$ cat src/pkg/fmbp_pkg.sv
package fmbp_pkg;
    // register byte offsets (word aligned)
    localparam logic [3:0] OFF_CTRL   = 4'h0;  // mode select and reset bits
    localparam logic [3:0] OFF_CMD    = 4'h4;  // command and address
    localparam logic [3:0] OFF_STATUS = 4'h8;  // ready, errors, sticky events
    localparam logic [3:0] OFF_MASK   = 4'hC;  // interrupt mask
    localparam logic [3:0] OFF_LOCK   = 4'h0;  // unused alias guard
    // control register field positions
    localparam int CTRL_REWRITE_BIT = 1;       // rewrite_mode_select
    localparam int CTRL_LKDIS_BIT   = 2;       // lock bit disable
    localparam int CTRL_FRESET_BIT  = 3;       // flash_controller_reset
    // status register field positions
    localparam int ST_READY_BIT     = 0;       // flash_ready_busy_flag
    localparam int ST_DONE_BIT      = 1;       // sticky: op finished
    localparam int ST_ERR_BIT       = 2;       // sticky: op refused
    localparam int ST_W             = 3;
    // geometry
    localparam int PAGE_BYTES       = 256;
    localparam int NUM_BLOCKS       = 8;       // block 0 is the boot area
    localparam int BOOT_BLOCK       = 0;
    localparam int BOOT_KBYTES      = 8;
    localparam int BLK_W            = 3;
    // operation times in microseconds and their cycle counts at 50 MHz
    localparam int CLK_MHZ          = 50;
    localparam int PROG_US          = 2;
    localparam int ERASE_US         = 20;
    localparam int PROG_CYC         = PROG_US * CLK_MHZ;
    localparam int ERASE_CYC        = ERASE_US * CLK_MHZ;
    localparam int CNT_W            = 16;
    // reset values
    localparam logic [7:0] CTRL_RST = 8'h00;
    localparam logic [2:0] MASK_RST = 3'h0;
    // operating modes
    typedef enum logic [2:0] {
        FMBP_MODE_PAR = 3'b001,  // parallel programmer
        FMBP_MODE_SER = 3'b010,  // serial programmer
        FMBP_MODE_CPU = 3'b100   // processor driven rewrite
    } fmbp_mode_t;
    // the eight software commands
    typedef enum logic [2:0] {
        FMBP_CMD_READ_ARRAY  = 3'h0,
        FMBP_CMD_READ_STATUS = 3'h1,
        FMBP_CMD_CLR_STATUS  = 3'h2,
        FMBP_CMD_PROGRAM     = 3'h3,
        FMBP_CMD_BLOCK_ERASE = 3'h4,
        FMBP_CMD_ALL_ERASE   = 3'h5,
        FMBP_CMD_LOCK_PROG   = 3'h6,
        FMBP_CMD_READ_LOCK   = 3'h7
    } fmbp_cmd_t;
    // sequencer states
    typedef enum logic [3:0] {
        FMBP_ST_IDLE  = 4'b0001,
        FMBP_ST_PROG  = 4'b0010,
        FMBP_ST_ERASE = 4'b0100,
        FMBP_ST_LOCK  = 4'b1000
    } fmbp_state_t;
endpackage

$ cat src/design/fmbp_ctrl.sv
// The register offsets and register access over Avalon-MM were left to the implementer.
`timescale 1ns/10ps
module fmbp_ctrl (
    input  wire logic        i_ref_clk,
    input  wire logic        i_sys_rst,
    input  wire logic [2:0]  i_mode,          // one-hot operating mode
    input  wire logic [3:0]  i_avs_address,
    input  wire logic        i_avs_read,
    input  wire logic        i_avs_write,
    input  wire logic [31:0] i_avs_writedata,
    input  wire logic [3:0]  i_avs_byteenable,
    output logic      [31:0] o_avs_readdata,
    output logic             o_avs_waitrequest,
    input  wire logic        i_ext_req,       // programmer command strobe
    input  wire logic [2:0]  i_ext_cmd,
    input  wire logic [15:0] i_ext_addr,
    input  wire logic        i_cpu_fetch,     // cpu array read request
    output logic             o_fetch_blocked,
    output logic             o_array_we,      // page program byte write strobe
    output logic             o_array_erase,
    output logic             o_array_all,
    output logic [fmbp_pkg::BLK_W-1:0] o_array_blk,
    output logic [15:0]      o_array_addr,
    output logic [7:0]       o_lock_bits,
    output logic             o_busy,
    output logic             o_irq
);
    // block index width, shared with the block port
    localparam int BLK_W = fmbp_pkg::BLK_W;

    // state
    logic [7:0]  ctrl_ff, nxt_ctrl;        // control register
    logic        arm_ff, nxt_arm;          // previous write cleared select
    logic        lkarm_ff, nxt_lkarm;      // same for lock disable
    logic [2:0]  mask_ff, nxt_mask;        // interrupt mask
    logic [2:0]  sticky_ff, nxt_sticky;    // done/error events
    logic [7:0]  lock_ff, nxt_lock;        // 1 = unlocked per block
    fmbp_pkg::fmbp_state_t st_ff, nxt_st;
    logic [15:0] cnt_ff, nxt_cnt;          // operation timer
    logic [15:0] addr_ff, nxt_addr;
    logic        all_ff, nxt_all;
    logic [31:0] rdata_ff, nxt_rdata;
    logic        ack_ff, nxt_ack;          // one-cycle wait state
    logic [7:0]  pg_ff, nxt_pg;            // page byte counter

    // decoded helpers
    logic        rw_mode, fres, wr_ctrl, wr_cmd, rd_st, req_cmd;
    logic [2:0]  cmd;
    logic [15:0] cmd_addr;
    logic [BLK_W-1:0] blk;
    logic        allowed, is_write_op;

    // bus decodes act on the first cycle of a request only,
    // so a held request is never taken twice
    assign rw_mode = ctrl_ff[fmbp_pkg::CTRL_REWRITE_BIT];
    assign fres    = ctrl_ff[fmbp_pkg::CTRL_FRESET_BIT] & rw_mode;
    assign wr_ctrl = i_avs_write & ~ack_ff
                   & (i_avs_address == fmbp_pkg::OFF_CTRL);
    assign wr_cmd  = i_avs_write & ~ack_ff
                   & (i_avs_address == fmbp_pkg::OFF_CMD);
    assign rd_st   = i_avs_read & ~ack_ff
                   & (i_avs_address == fmbp_pkg::OFF_STATUS);

    // select command source by mode
    always_comb begin
        req_cmd  = 1'b0;
        cmd      = 3'h0;
        cmd_addr = 16'h0000;
        if (i_mode == fmbp_pkg::FMBP_MODE_CPU) begin
            // only full 16-bit writes to even addresses count
            req_cmd  = wr_cmd & rw_mode & ~i_avs_writedata[0]
                     & (i_avs_byteenable[1:0] == 2'b11);
            cmd      = i_avs_writedata[18:16];
            cmd_addr = i_avs_writedata[15:0];
        end else if (i_mode == fmbp_pkg::FMBP_MODE_PAR ||
                     i_mode == fmbp_pkg::FMBP_MODE_SER) begin
            req_cmd  = i_ext_req;
            cmd      = i_ext_cmd;
            cmd_addr = i_ext_addr;
        end else begin
            req_cmd  = 1'b0;
        end
    end

    // block index is the top address bits; block 0 is 8 KB boot
    assign blk = cmd_addr[15:13];
    assign is_write_op = (cmd == fmbp_pkg::FMBP_CMD_PROGRAM)
                       | (cmd == fmbp_pkg::FMBP_CMD_BLOCK_ERASE)
                       | (cmd == fmbp_pkg::FMBP_CMD_LOCK_PROG);

    // protection check for the addressed block
    always_comb begin
        allowed = 1'b1;
        if (blk == BLK_W'(fmbp_pkg::BOOT_BLOCK) &&
            i_mode != fmbp_pkg::FMBP_MODE_PAR)
            allowed = 1'b0;
        else if (!lock_ff[blk] && !ctrl_ff[fmbp_pkg::CTRL_LKDIS_BIT])
            allowed = 1'b0;
    end

    // control register, bus answer and status
    always_comb begin
        nxt_ctrl   = ctrl_ff;
        nxt_arm    = arm_ff;
        nxt_lkarm  = lkarm_ff;
        nxt_mask   = mask_ff;
        nxt_rdata  = rdata_ff;
        nxt_ack    = (i_avs_read | i_avs_write) & ~ack_ff;
        if (wr_ctrl && i_avs_byteenable[0]) begin
            // select sets only after a write of 0
            if (!i_avs_writedata[fmbp_pkg::CTRL_REWRITE_BIT]) begin
                nxt_ctrl[fmbp_pkg::CTRL_REWRITE_BIT] = 1'b0;
                nxt_arm = 1'b1;
            end else begin
                nxt_ctrl[fmbp_pkg::CTRL_REWRITE_BIT] = arm_ff | rw_mode;
                nxt_arm = 1'b0;
            end
            // lock disable follows the same rule, rewrite mode only
            if (rw_mode) begin
                if (!i_avs_writedata[fmbp_pkg::CTRL_LKDIS_BIT]) begin
                    nxt_ctrl[fmbp_pkg::CTRL_LKDIS_BIT] = 1'b0;
                    nxt_lkarm = 1'b1;
                end else begin
                    nxt_ctrl[fmbp_pkg::CTRL_LKDIS_BIT] =
                        lkarm_ff | ctrl_ff[fmbp_pkg::CTRL_LKDIS_BIT];
                    nxt_lkarm = 1'b0;
                end
                nxt_ctrl[fmbp_pkg::CTRL_FRESET_BIT] =
                    i_avs_writedata[fmbp_pkg::CTRL_FRESET_BIT];
            end else begin
                nxt_ctrl[fmbp_pkg::CTRL_LKDIS_BIT]  = 1'b0;
                nxt_ctrl[fmbp_pkg::CTRL_FRESET_BIT] = 1'b0;
            end
        end else if (i_avs_write && !ack_ff) begin
            nxt_arm   = 1'b0; // any other write breaks the sequence
            nxt_lkarm = 1'b0;
        end
        if (i_avs_write && !ack_ff && i_avs_byteenable[0] &&
            i_avs_address == fmbp_pkg::OFF_MASK)
            nxt_mask = i_avs_writedata[2:0];
        // read data, unmapped reads as zero
        if (i_avs_read && !ack_ff) begin
            case (i_avs_address)
                fmbp_pkg::OFF_CTRL:
                    nxt_rdata = {24'h00_0000, ctrl_ff};
                fmbp_pkg::OFF_STATUS:
                    nxt_rdata = {21'h0_0000, lock_ff,
                        sticky_ff[2:1], st_ff == fmbp_pkg::FMBP_ST_IDLE};
                fmbp_pkg::OFF_MASK:
                    nxt_rdata = {29'h000_0000, mask_ff};
                default:
                    nxt_rdata = 32'h0000_0000;
            endcase
        end
    end

    // sequencer: page program, block/all erase, lock program
    always_comb begin
        nxt_st     = st_ff;
        nxt_cnt    = cnt_ff;
        nxt_addr   = addr_ff;
        nxt_all    = all_ff;
        nxt_lock   = lock_ff;
        nxt_pg     = pg_ff;
        nxt_sticky = sticky_ff;
        if (rd_st)
            nxt_sticky = 3'h0; // read clears, set below wins
        o_array_we    = 1'b0;
        o_array_erase = 1'b0;
        o_array_all   = 1'b0;
        case (st_ff)
            fmbp_pkg::FMBP_ST_IDLE: begin
                if (req_cmd && is_write_op && !allowed) begin
                    nxt_sticky[fmbp_pkg::ST_ERR_BIT] = 1'b1;
                end else if (req_cmd) begin
                    nxt_addr = cmd_addr;
                    case (cmd)
                        fmbp_pkg::FMBP_CMD_PROGRAM: begin
                            nxt_st  = fmbp_pkg::FMBP_ST_PROG;
                            nxt_cnt = 16'(fmbp_pkg::PROG_CYC);
                            nxt_pg  = 8'h00;
                        end
                        fmbp_pkg::FMBP_CMD_BLOCK_ERASE,
                        fmbp_pkg::FMBP_CMD_ALL_ERASE: begin
                            nxt_st  = fmbp_pkg::FMBP_ST_ERASE;
                            nxt_cnt = 16'(fmbp_pkg::ERASE_CYC);
                            nxt_all = (cmd == fmbp_pkg::FMBP_CMD_ALL_ERASE);
                        end
                        fmbp_pkg::FMBP_CMD_LOCK_PROG: begin
                            nxt_st  = fmbp_pkg::FMBP_ST_LOCK;
                            nxt_cnt = 16'(fmbp_pkg::PROG_CYC);
                        end
                        fmbp_pkg::FMBP_CMD_CLR_STATUS:
                            nxt_sticky = 3'h0;
                        default: nxt_st = fmbp_pkg::FMBP_ST_IDLE;
                    endcase
                end
            end
            fmbp_pkg::FMBP_ST_PROG: begin
                // one byte per cycle across the whole page
                o_array_we = 1'b1;
                nxt_pg = pg_ff + 8'h01;
                if (pg_ff == 8'(fmbp_pkg::PAGE_BYTES - 1)) begin
                    nxt_st = fmbp_pkg::FMBP_ST_IDLE;
                    nxt_sticky[fmbp_pkg::ST_DONE_BIT] = 1'b1;
                end
            end
            fmbp_pkg::FMBP_ST_ERASE: begin
                nxt_cnt = cnt_ff - 16'h0001;
                if (cnt_ff == 16'h0001) begin
                    o_array_erase = 1'b1;
                    o_array_all   = all_ff;
                    // erase with lock disabled unlocks erased blocks
                    if (ctrl_ff[fmbp_pkg::CTRL_LKDIS_BIT]) begin
                        if (all_ff)
                            nxt_lock = 8'hFF;
                        else
                            nxt_lock[addr_ff[15:13]] = 1'b1;
                    end
                    nxt_st = fmbp_pkg::FMBP_ST_IDLE;
                    nxt_sticky[fmbp_pkg::ST_DONE_BIT] = 1'b1;
                end
            end
            fmbp_pkg::FMBP_ST_LOCK: begin
                nxt_cnt = cnt_ff - 16'h0001;
                if (cnt_ff == 16'h0001) begin
                    nxt_lock[addr_ff[15:13]] = 1'b0;
                    nxt_st = fmbp_pkg::FMBP_ST_IDLE;
                    nxt_sticky[fmbp_pkg::ST_DONE_BIT] = 1'b1;
                end
            end
            default: nxt_st = fmbp_pkg::FMBP_ST_IDLE;
        endcase
    end

    // registers; flash reset clears the sequencer only
    // lock bits survive a flash reset: only a system reset,
    // or an erase with lock disable set, may unlock a block
    always_ff @(posedge i_ref_clk) begin
        if (i_sys_rst) begin
            ctrl_ff  <= fmbp_pkg::CTRL_RST;
            arm_ff   <= 1'b0;
            lkarm_ff <= 1'b0;
            mask_ff  <= fmbp_pkg::MASK_RST;
            rdata_ff <= 32'h0000_0000;
            ack_ff   <= 1'b0;
            lock_ff  <= 8'hFF;
        end else begin
            ctrl_ff  <= nxt_ctrl;
            arm_ff   <= nxt_arm;
            lkarm_ff <= nxt_lkarm;
            mask_ff  <= nxt_mask;
            rdata_ff <= nxt_rdata;
            ack_ff   <= nxt_ack;
            lock_ff  <= fres ? lock_ff : nxt_lock;
        end
    end

    // sequencer registers; a flash reset aborts any running
    // operation and drops pending events
    always_ff @(posedge i_ref_clk) begin
        if (i_sys_rst || fres) begin
            st_ff     <= fmbp_pkg::FMBP_ST_IDLE;
            cnt_ff    <= 16'h0000;
            addr_ff   <= 16'h0000;
            all_ff    <= 1'b0;
            pg_ff     <= 8'h00;
            sticky_ff <= 3'h0;
        end else begin
            st_ff     <= nxt_st;
            cnt_ff    <= nxt_cnt;
            addr_ff   <= nxt_addr;
            all_ff    <= nxt_all;
            pg_ff     <= nxt_pg;
            sticky_ff <= nxt_sticky;
        end
    end

    // outputs
    // waitrequest drops in the second cycle of every request
    assign o_avs_readdata    = rdata_ff;
    assign o_avs_waitrequest = (i_avs_read | i_avs_write) & ~ack_ff;
    assign o_fetch_blocked   = i_cpu_fetch & rw_mode;
    assign o_array_blk       = addr_ff[15:13];
    assign o_array_addr      = {addr_ff[15:8], pg_ff};
    assign o_lock_bits       = lock_ff;
    assign o_busy            = (st_ff != fmbp_pkg::FMBP_ST_IDLE);
    assign o_irq             = |(sticky_ff & mask_ff);
endmodule

$ cat config.mk
export PLATFORM = sky130hd
export DESIGN_NAME = fmbp_ctrl
export DESIGN_NICKNAME = d
export VERILOG_FILES = /design/src/pkg/fmbp_pkg.sv /design/src/design/fmbp_ctrl.sv
export SDC_FILE = /design/constraint.sdc
export NUM_CORES = 1
export LEC_CHECK = 0
export BUFFER_PORTS_ARGS = -buffer_cell sky130_fd_sc_hd__buf_4
export CAP_MARGIN = 20
export CORE_MARGIN = 3
export CORE_UTILIZATION = 45
export CTS_CLUSTER_DIAMETER = 30
export DETAILED_ROUTE_END_ITERATION = 8
export GPL_ROUTABILITY_DRIVEN = 0
export GPL_TIMING_DRIVEN = 0
export HOLD_SLACK_MARGIN = 0.06
export PLACE_DENSITY = 0.74
export SYNTH_ARGS = -nofsm -noshare
export SYNTH_HDL_FRONTEND = slang
export SYNTH_SLANG_ARGS = --single-unit
$ cat constraint.sdc
create_clock -name i_ref_clk -period 4.9 [get_ports i_ref_clk]
set_input_delay 1.47 -clock i_ref_clk [delete_from_list [all_inputs] [get_ports i_ref_clk]]
set_output_delay 1.47 -clock i_ref_clk [all_outputs]
set_load 0.01 [all_outputs]
* Yosys cells after proc, flatten, opt, wreduce, memory -nomap -nowiden
Index checks and enable logic that the tools add are counted.
Operators by class: equality and inequality tests 31, bitwise gates (word level) 24, add/sub/neg operators 2, order comparisons 3, muxes and demuxes 56, reduce and logical (&&, ||, !) cells 33
Operators with widths (count):
- $mux W16 | 4
- $pmux W16 S2 | 2
- $mux W8 | 7
- $pmux W11 S3 | 1
- $pmux W8 S2 | 2
- $mux W1 | 24
- $ne A2 B2 Y1 const B | 9
- $eq A16 B1 Y1 const B | 1
- $mux W4 | 4
- $pmux W4 S4 | 1
- $sub A16 B1 Y16 const B | 1
- $mux W3 | 5
- $eq A3 B3 Y1 const B | 4
- $eq A4 B4 Y1 const B | 3
- $pmux W4 S3 | 1
- $reduce_and A4 Y1 | 3
- $and A1 B1 Y1 | 11
- $logic_and A1 B1 Y1 | 10
- $reduce_and A5 Y1 | 2
- $eq A3 B2 Y1 const B | 3
- $add A8 B1 Y8 const B | 1
- $and A8 B8 Y8 | 1
- $eq A4 B3 Y1 const B | 2
- $eq A8 B8 Y1 const B | 1
- 28 further kinds | 46
Storage, ports and cells: bits in registers 97, input bits 68, logic and storage cells 162, output and inout port bits 66

* Logic depth before layout (Yosys ltp)
Gate-level depths: netlist of run 1.
word-level depth 14, gate-level depth with buffers 10

* Worst setup path after synthesis of run 1
Ideal clock, no wire load.
path type register to output, start point register cnt_ff[8], end point output o_array_all, stages on the path, launching flop included 7, data required time 3430 ps, path slack 1247 ps, path buffers 1, arrival 2183 ps, path through dfxtp_1 > buf_2 > or4_4 > nor4_1 > nand3_1 > nor4b_1 > and2_1
On the way: word-level cells in the longest chain between the ends 3
Ends and longest elaborated chain:
- from (decl) | RTL line fmbp_ctrl.sv:39 | logic [15:0] cnt_ff, nxt_cnt;
- from (signal assigned) | RTL line fmbp_ctrl.sv:271 | cnt_ff <= nxt_cnt;
- $eq A16 B1 Y1 | RTL line fmbp_ctrl.sv:210 | if (cnt_ff == 16'h0001) begin
- $mux W1 | RTL line fmbp_ctrl.sv:210
- $mux W1 | RTL line fmbp_ctrl.sv:171 | case (st_ff)
- to (decl) | RTL line fmbp_ctrl.sv:21 | output logic o_array_all,
Every way passes these cells.

* Worst setup path after layout of run 1
Ends and elaborated chain as after synthesis.

==> results of run 1 <==
[final cells by class]
type                    count  area (µm²)  area share, %
plain buffers              50       307.8          6.088
clock buffers              10       127.6          2.524
clock inverters             6       87.58          1.732
inverters                   8       30.03         0.5939
multi-input cells         375        2380          47.07
flip-flops and latches     68        1361          26.92
well taps                 105       131.4          2.598
repair buffers             84       630.6          12.47
[final timing paths]
path	to
setup reg to reg	o_lock_bits[7]
hold / removal	sticky_ff[0]
hold reg to reg	sticky_ff[0]
setup / recovery	o_array_all
[metrics by stage]
| step | utilization [%] | instance area (µm²) | instances |
|---|---|---|---|
| global placement | 57.47 | 4841 | 690 |
| finish | 60.03 | 5056 | 706 |
| global route | 60.03 | 5056 | 706 |
| floorplan | - | 4079 | 501 |
| CTS | 60.03 | 5056 | 706 |
| detailed placement | 57.47 | 4841 | 690 |
[Yosys cell counts (4+ instances only)]
| master | instances | area, µm² |
|---|---|---|
| a22oi_1 | 15 | 112.6 |
| nand2b_1 | 11 | 68.82 |
| and3_1 | 5 | 31.28 |
| nand3b_1 | 8 | 60.06 |
| o211ai_1 | 5 | 37.54 |
| nor4bb_1 | 4 | 40.04 |
| clkbuf_1 | 15 | 56.30 |
| a221o_1 | 4 | 40.04 |
| or3_1 | 4 | 25.02 |
| and2_1 | 5 | 31.28 |
| nor2b_1 | 10 | 62.56 |
| a21oi_1 | 32 | 160.2 |
| o31ai_1 | 4 | 30.03 |
| dfxtp_1 | 68 | 1361 |
| xnor2_1 | 6 | 52.55 |
| a2111oi_0 | 5 | 43.79 |
| o21ai_0 | 15 | 75.07 |
| inv_1 | 7 | 26.28 |
| mux2i_1 | 9 | 90.09 |
| a31oi_1 | 7 | 43.79 |
| nor3_1 | 31 | 155.2 |
| buf_4 | 27 | 202.7 |
| a211oi_1 | 4 | 30.03 |
| nand3_1 | 14 | 70.07 |
| nor2_1 | 46 | 172.7 |
| o21a_1 | 4 | 30.03 |
| xor2_1 | 11 | 96.34 |
| nand2_1 | 33 | 123.9 |
[cells by family after synthesis]
logic type | synth area share [%]
buffers and inverters | 8.437
muxes | 3.094
DFF | 34.00
AOI/OAI and AO/OA | 22.84
and+or+nand+nor | 26.88
other | 0.09366
xor gates and xnor gates | 3.719
adders and majority gates | 0.9376
[state kept, by name (all words and copies together) (netlist names)]
| signal | cells |
|---|---|
| st_ff | 4 |
| cnt_ff | 16 |
| o_avs_readdata | 11 |
| sticky_ff | 3 |
| ctrl_ff | 3 |
| ack_ff | 1 |
| arm_ff | 1 |
| lkarm_ff | 1 |
| all_ff | 1 |
| o_lock_bits | 8 |
| addr_ff | 8 |
| mask_ff | 3 |
| pg_ff | 8 |
[worst register-to-register path, cell delays in order, from the launching register on]
cell	delay, ps
dfxtp_1	300
buf_2	150
or4_4	510
nor4_1	410
nand3_1	270
and4bb_1	390
and2_1	220
nand3_1	90
a221o_1	310
[layer usage]
metal	routed length (µm)	vias to the layer above	GRT usage (%)
li1	-	1956	-
met1	4739	1886	27.87
met2	5152	151	36.65
met3	846	17	4.031
met4	155	0	6.943
met5	0	-	0
[cells in the final DEF, fill, tap and decap left out, drive strengths merged, types with 14 or more instances in the layout]
master,count
buf,119
clkbuf,25
nand3,14
a22oi,15
dfxtp,68
a21oi,32
nor3,32
nor2,47
conb,21
nand2,33
o21ai,17
[power breakdown]
group	switching, mW	total [mW]	internal, mW
clock network	0.224	0.511	0.288
registers	0.00943	0.574	0.564
logic	0.125	0.226	0.101
total	0.358	1.31	0.953
==> impl_metrics.tcl, run 1 <==
set metrics [dict create \
    htreeDepth 3 \
    crit_type "register to output pin" \
    slowest_stage "nor4b_1" \
    finalNetCount 667 \
    power_mw 1.311 \
    wl_per_cell_um 15.43 \
    worstSkewPairLatency_ps 350 \
    finalCriticalPeriod_ps 4416 \
    drc 0 \
    hold_path_startpoint "sticky_ff[0]" \
    clock-skew-final_ps 10.63 \
    ys_types 73 \
    initial_utilization_pct 47.53 \
    timing.hold.ws_ps 505.0 \
    area_growth_pct 26.28 \
    antenna_left 0 \
    layout-drive-gt1-share_pct 25.62 \
    grt_overflow 0 \
    cp.arrival_ps 2950 \
    required_ps 3430 \
    yosysWarnings 0 \
    num_rows 33 \
    post-cts-setup-buffers 0 \
    worstPathCellList "buf_2 -> or4_4 -> nor4_1 -> nand3_1 -> nor4b_1 -> and2_1 -> buf_4" \
    hpwl_um 8329 \
    hold_viol 0 \
    diodes 0 \
    die_w_um 100.3 \
    worstMarginPinSlew_ps 859.5 \
    path_delay_family "simple AND/OR/NAND/NOR gates" \
    via_per_inst 5.680 \
    first_global_vias 3825 \
    core_um2 8423 \
    cts_tree "yes" \
    critPathCaptureType "output pin" \
    postSynthAreaPerCell_um2 8.324 \
    max_stage_delay_ps 630 \
    postCtsHoldBufs 0 \
    cts_sinks 68 \
    vias 4010 \
    antenna_found_initial 0 \
    slew_headroom_pct 42.70 \
    outcome "completed" \
    routed_wl_um 10890 \
    r2r_slack_ps 2150 \
    detailedPlace.worstSlack_ps 907.6 \
    synth_top_flop_cell "dfxtp_1" \
    ys_async_sr_fraction_pct 0 \
    fill_cells 758 \
    die-area_um2 10070 \
    firstDrtPassIters 5 \
    timing.fmax_mhz 226.5 \
    worstPathMaxFanout 8 \
    port_buffers 84 \
    cts_root_buffer "clkbuf_8" \
    rsz0062_at_grt "false" \
    startpoint "cnt_ff[8]" \
    power_density_nw_per_um2 259.4 \
    setup_viol 0 \
    yosysSeqAreaShare_pct 34.00 \
    setup_tns_ps 0 \
    crit_buf_inv 2 \
    synth_cells 481 \
    synthesis.area_um2 4004 \
    synth_edf_count 0 \
    synth-seq-cells 68 \
    drt-initial-drc-count 265 \
    grt_max_degree 13 \
    num_io_pins 134 \
    cts_resized 0 \
    grt_pass1_wl_um 17910 \
    path_clk_slew_ps 70 \
    whs_path_depth 1 \
    ff2ff_path_depth 8 \
    clk_path_buf_depth 2 \
    p_leak_nw 2.092 \
    grt.total_usage_pct 21.68 \
    cts_made_buffers 9 \
    hold_path_class "register to register" \
    start_kind "register" \
    fin_crit_sh_pct 90.12 \
    ir_worst_vdd_mv 0.1705 \
    crit_cells 7 \
    cap_violations 0 \
    fin_ws_ps 484.1 \
    fp.dieH_um 100.3 \
    crit-reg2reg-launch "cnt_ff[8]" \
    maxSlewViolCount 0 \
]
(Power assumes the default switching activity.)
==> inputs of run 2 (changes only) <==
--- a/config.mk
+++ b/config.mk
@@ -7,7 +7,7 @@
 export LEC_CHECK = 0
 export BUFFER_PORTS_ARGS = -buffer_cell sky130_fd_sc_hd__buf_4
 export CAP_MARGIN = 20
-export CORE_MARGIN = 3
+export CORE_MARGIN = 2
 export CORE_UTILIZATION = 45
 export CTS_CLUSTER_DIAMETER = 30
 export DETAILED_ROUTE_END_ITERATION = 8
==> run 2 against run 1 <==
  * Register-to-register slack barely moved
  * Non-clock buffer count did not move
  * Routed wire length rose by 0.11%
  * Largest cell class unchanged
  * Worst setup slack worse by 91 ps
  * Clock skew is 1.5 ps higher
  * Cell count grew 0.42%
  * Cell area about the same
  * Die area fell by 3.9%
  * Via count rose by 0.42%
  * Maximum frequency fell by 2.0%
  * Clock-buffer cell count stayed put
  * Combinational power about the same
==> impl_metrics.tcl, run 2 (synthesis gave the netlist of run 1 again) <==
set metrics [dict create \
    outcome "completed" \
    finalCriticalPeriod_ps 4506 \
    die_w_um 98.33 \
    detailedPlace.worstSlack_ps 860.0 \
    fill_cells 843 \
    place_inst 693 \
    post-cts-setup-buffers 0 \
    routed_wl_um 10910 \
    grt_pass1_wl_um 17430 \
    grt_max_degree 14 \
    cts_tree "yes" \
    die-area_um2 9668 \
    grt_overflow 0 \
    num_io_pins 134 \
    highest_layer "met4" \
    rsz0062_at_grt "false" \
    firstDrtPassIters 5 \
    postCtsHoldBufs 0 \
    power_mw 1.293 \
    largest_register_ffs 16 \
    cap_violations 0 \
    antenna_left 0 \
    drt-initial-drc-count 223 \
    setup_viol 0 \
    finalNetCount 667 \
    drc 0 \
    fin_area_um2 5052 \
    start_kind "register" \
    path_clk_slew_ps 80 \
    timing.hold.ws_ps 491.7 \
    initial_utilization_pct 46.14 \
    r2r_slack_ps 2140 \
    hpwl_um 8193 \
    final_cells 709 \
    clock-skew-final_ps 12.16 \
    final_cell_mix "buf_4, dfxtp_1, nor2_1, nand2_1, a21oi_1" \
    grt.total_usage_pct 21.84 \
    layout-drive-gt1-share_pct 25.79 \
    vias 4027 \
    layout_commonest_cell "buf_4" \
    cts_made_buffers 9 \
    antenna_found_initial 0 \
    port_buffers 84 \
    hold_path_class "register to register" \
    setup_tns_ps 0 \
    slew_headroom_pct 43.97 \
    final_util_pct 58.22 \
    startpoint "cnt_ff[8]" \
    fp.dieH_um 98.33 \
    worstMarginPinSlew_ps 840.4 \
    crit-reg2reg-launch "cnt_ff[8]" \
    crit_path_end "o_array_all" \
    via_per_inst 5.680 \
    top_register "cnt_ff" \
    maxSlewViolCount 0 \
    num_rows 34 \
    regArea_um2 1361 \
    htreeDepth 3 \
    wl_per_cell_um 15.38 \
    timing.fmax_mhz 221.9 \
    multi_input_area_um2 2380 \
    worstPathMaxFanout 8 \
    cts_root_buffer "clkbuf_8" \
    fin_crit_sh_pct 91.97 \
    cts_resized 0 \
    crit_type "register to output pin" \
    wl_met3_um 621 \
    area_growth_pct 26.19 \
    hold_viol 0 \
    required_ps 3430 \
    first_global_vias 3649 \
    power_density_nw_per_um2 255.8 \
    p_leak_nw 2.089 \
    fin_ws_ps 393.6 \
    route.met2.wl_um 5173 \
    clk_path_buf_depth 2 \
    r2r_end "o_lock_bits[7]" \
    met1Wirelength_um 4911 \
    core_um2 8678 \
    cts_sinks 68 \
    diodes 0 \
    critPathCaptureType "output pin" \
    worstSkewPairLatency_ps 350 \
    cp.arrival_ps 3040 \
    ff2ff_path_depth 8 \
    ir_worst_vdd_mv 0.1788 \
    place_area_um2 4845 \
]
-- run 2: cell types whose count changed in the layout (fill, tap and decap cells not counted), sizes merged --
cell and delta:
inv +2, clkinv -1, bufinv -1
-- run 2: how the worst min path moves through the flow --
stage	from	to	slack, ps	cells after the start
2_1_floorplan	arm_ff	arm_ff	460	2
6_report	sticky_ff[0]	sticky_ff[0]	490	1
3_3_place_gp	arm_ff	arm_ff	470	2
3_5_place_dp	sticky_ff[0]	sticky_ff[0]	480	1
4_1_cts	sticky_ff[0]	sticky_ff[0]	490	1
5_1_grt	sticky_ff[0]	sticky_ff[0]	520	1
-- run 2: layer usage --
layer | track usage [%] | vias to the layer above
met5 | 0 | -
met4 | 7.903 | 0
met3 | 3.508 | 19
met2 | 36.37 | 128
met1 | 28.67 | 1920
li1 | - | 1960
-- run 2: critical path: stages, from the launching register on --
cell and delay, ps:
dfxtp_1 300, buf_2 150, or4_4 510, nor4_1 420, nand3_1 260, nor4b_1 700, and2_1 230, buf_4 120
-- run 2: area by class of cell --
cell class	instances	area share [%]
inverter	8	0.5944
sequential	68	26.94
clock inverter	6	1.387
multi-input combinational	375	47.10
clock buffer	10	2.724
timing repair buffer	84	12.48
tap	108	2.675
buffer	50	6.092
-- run 2: where the power goes --
| part | switching [mW] | internal [mW] |
|---|---|---|
| Clock | 0.238 | 0.255 |
| Combinational | 0.125 | 0.101 |
| Sequential | 0.00934 | 0.564 |
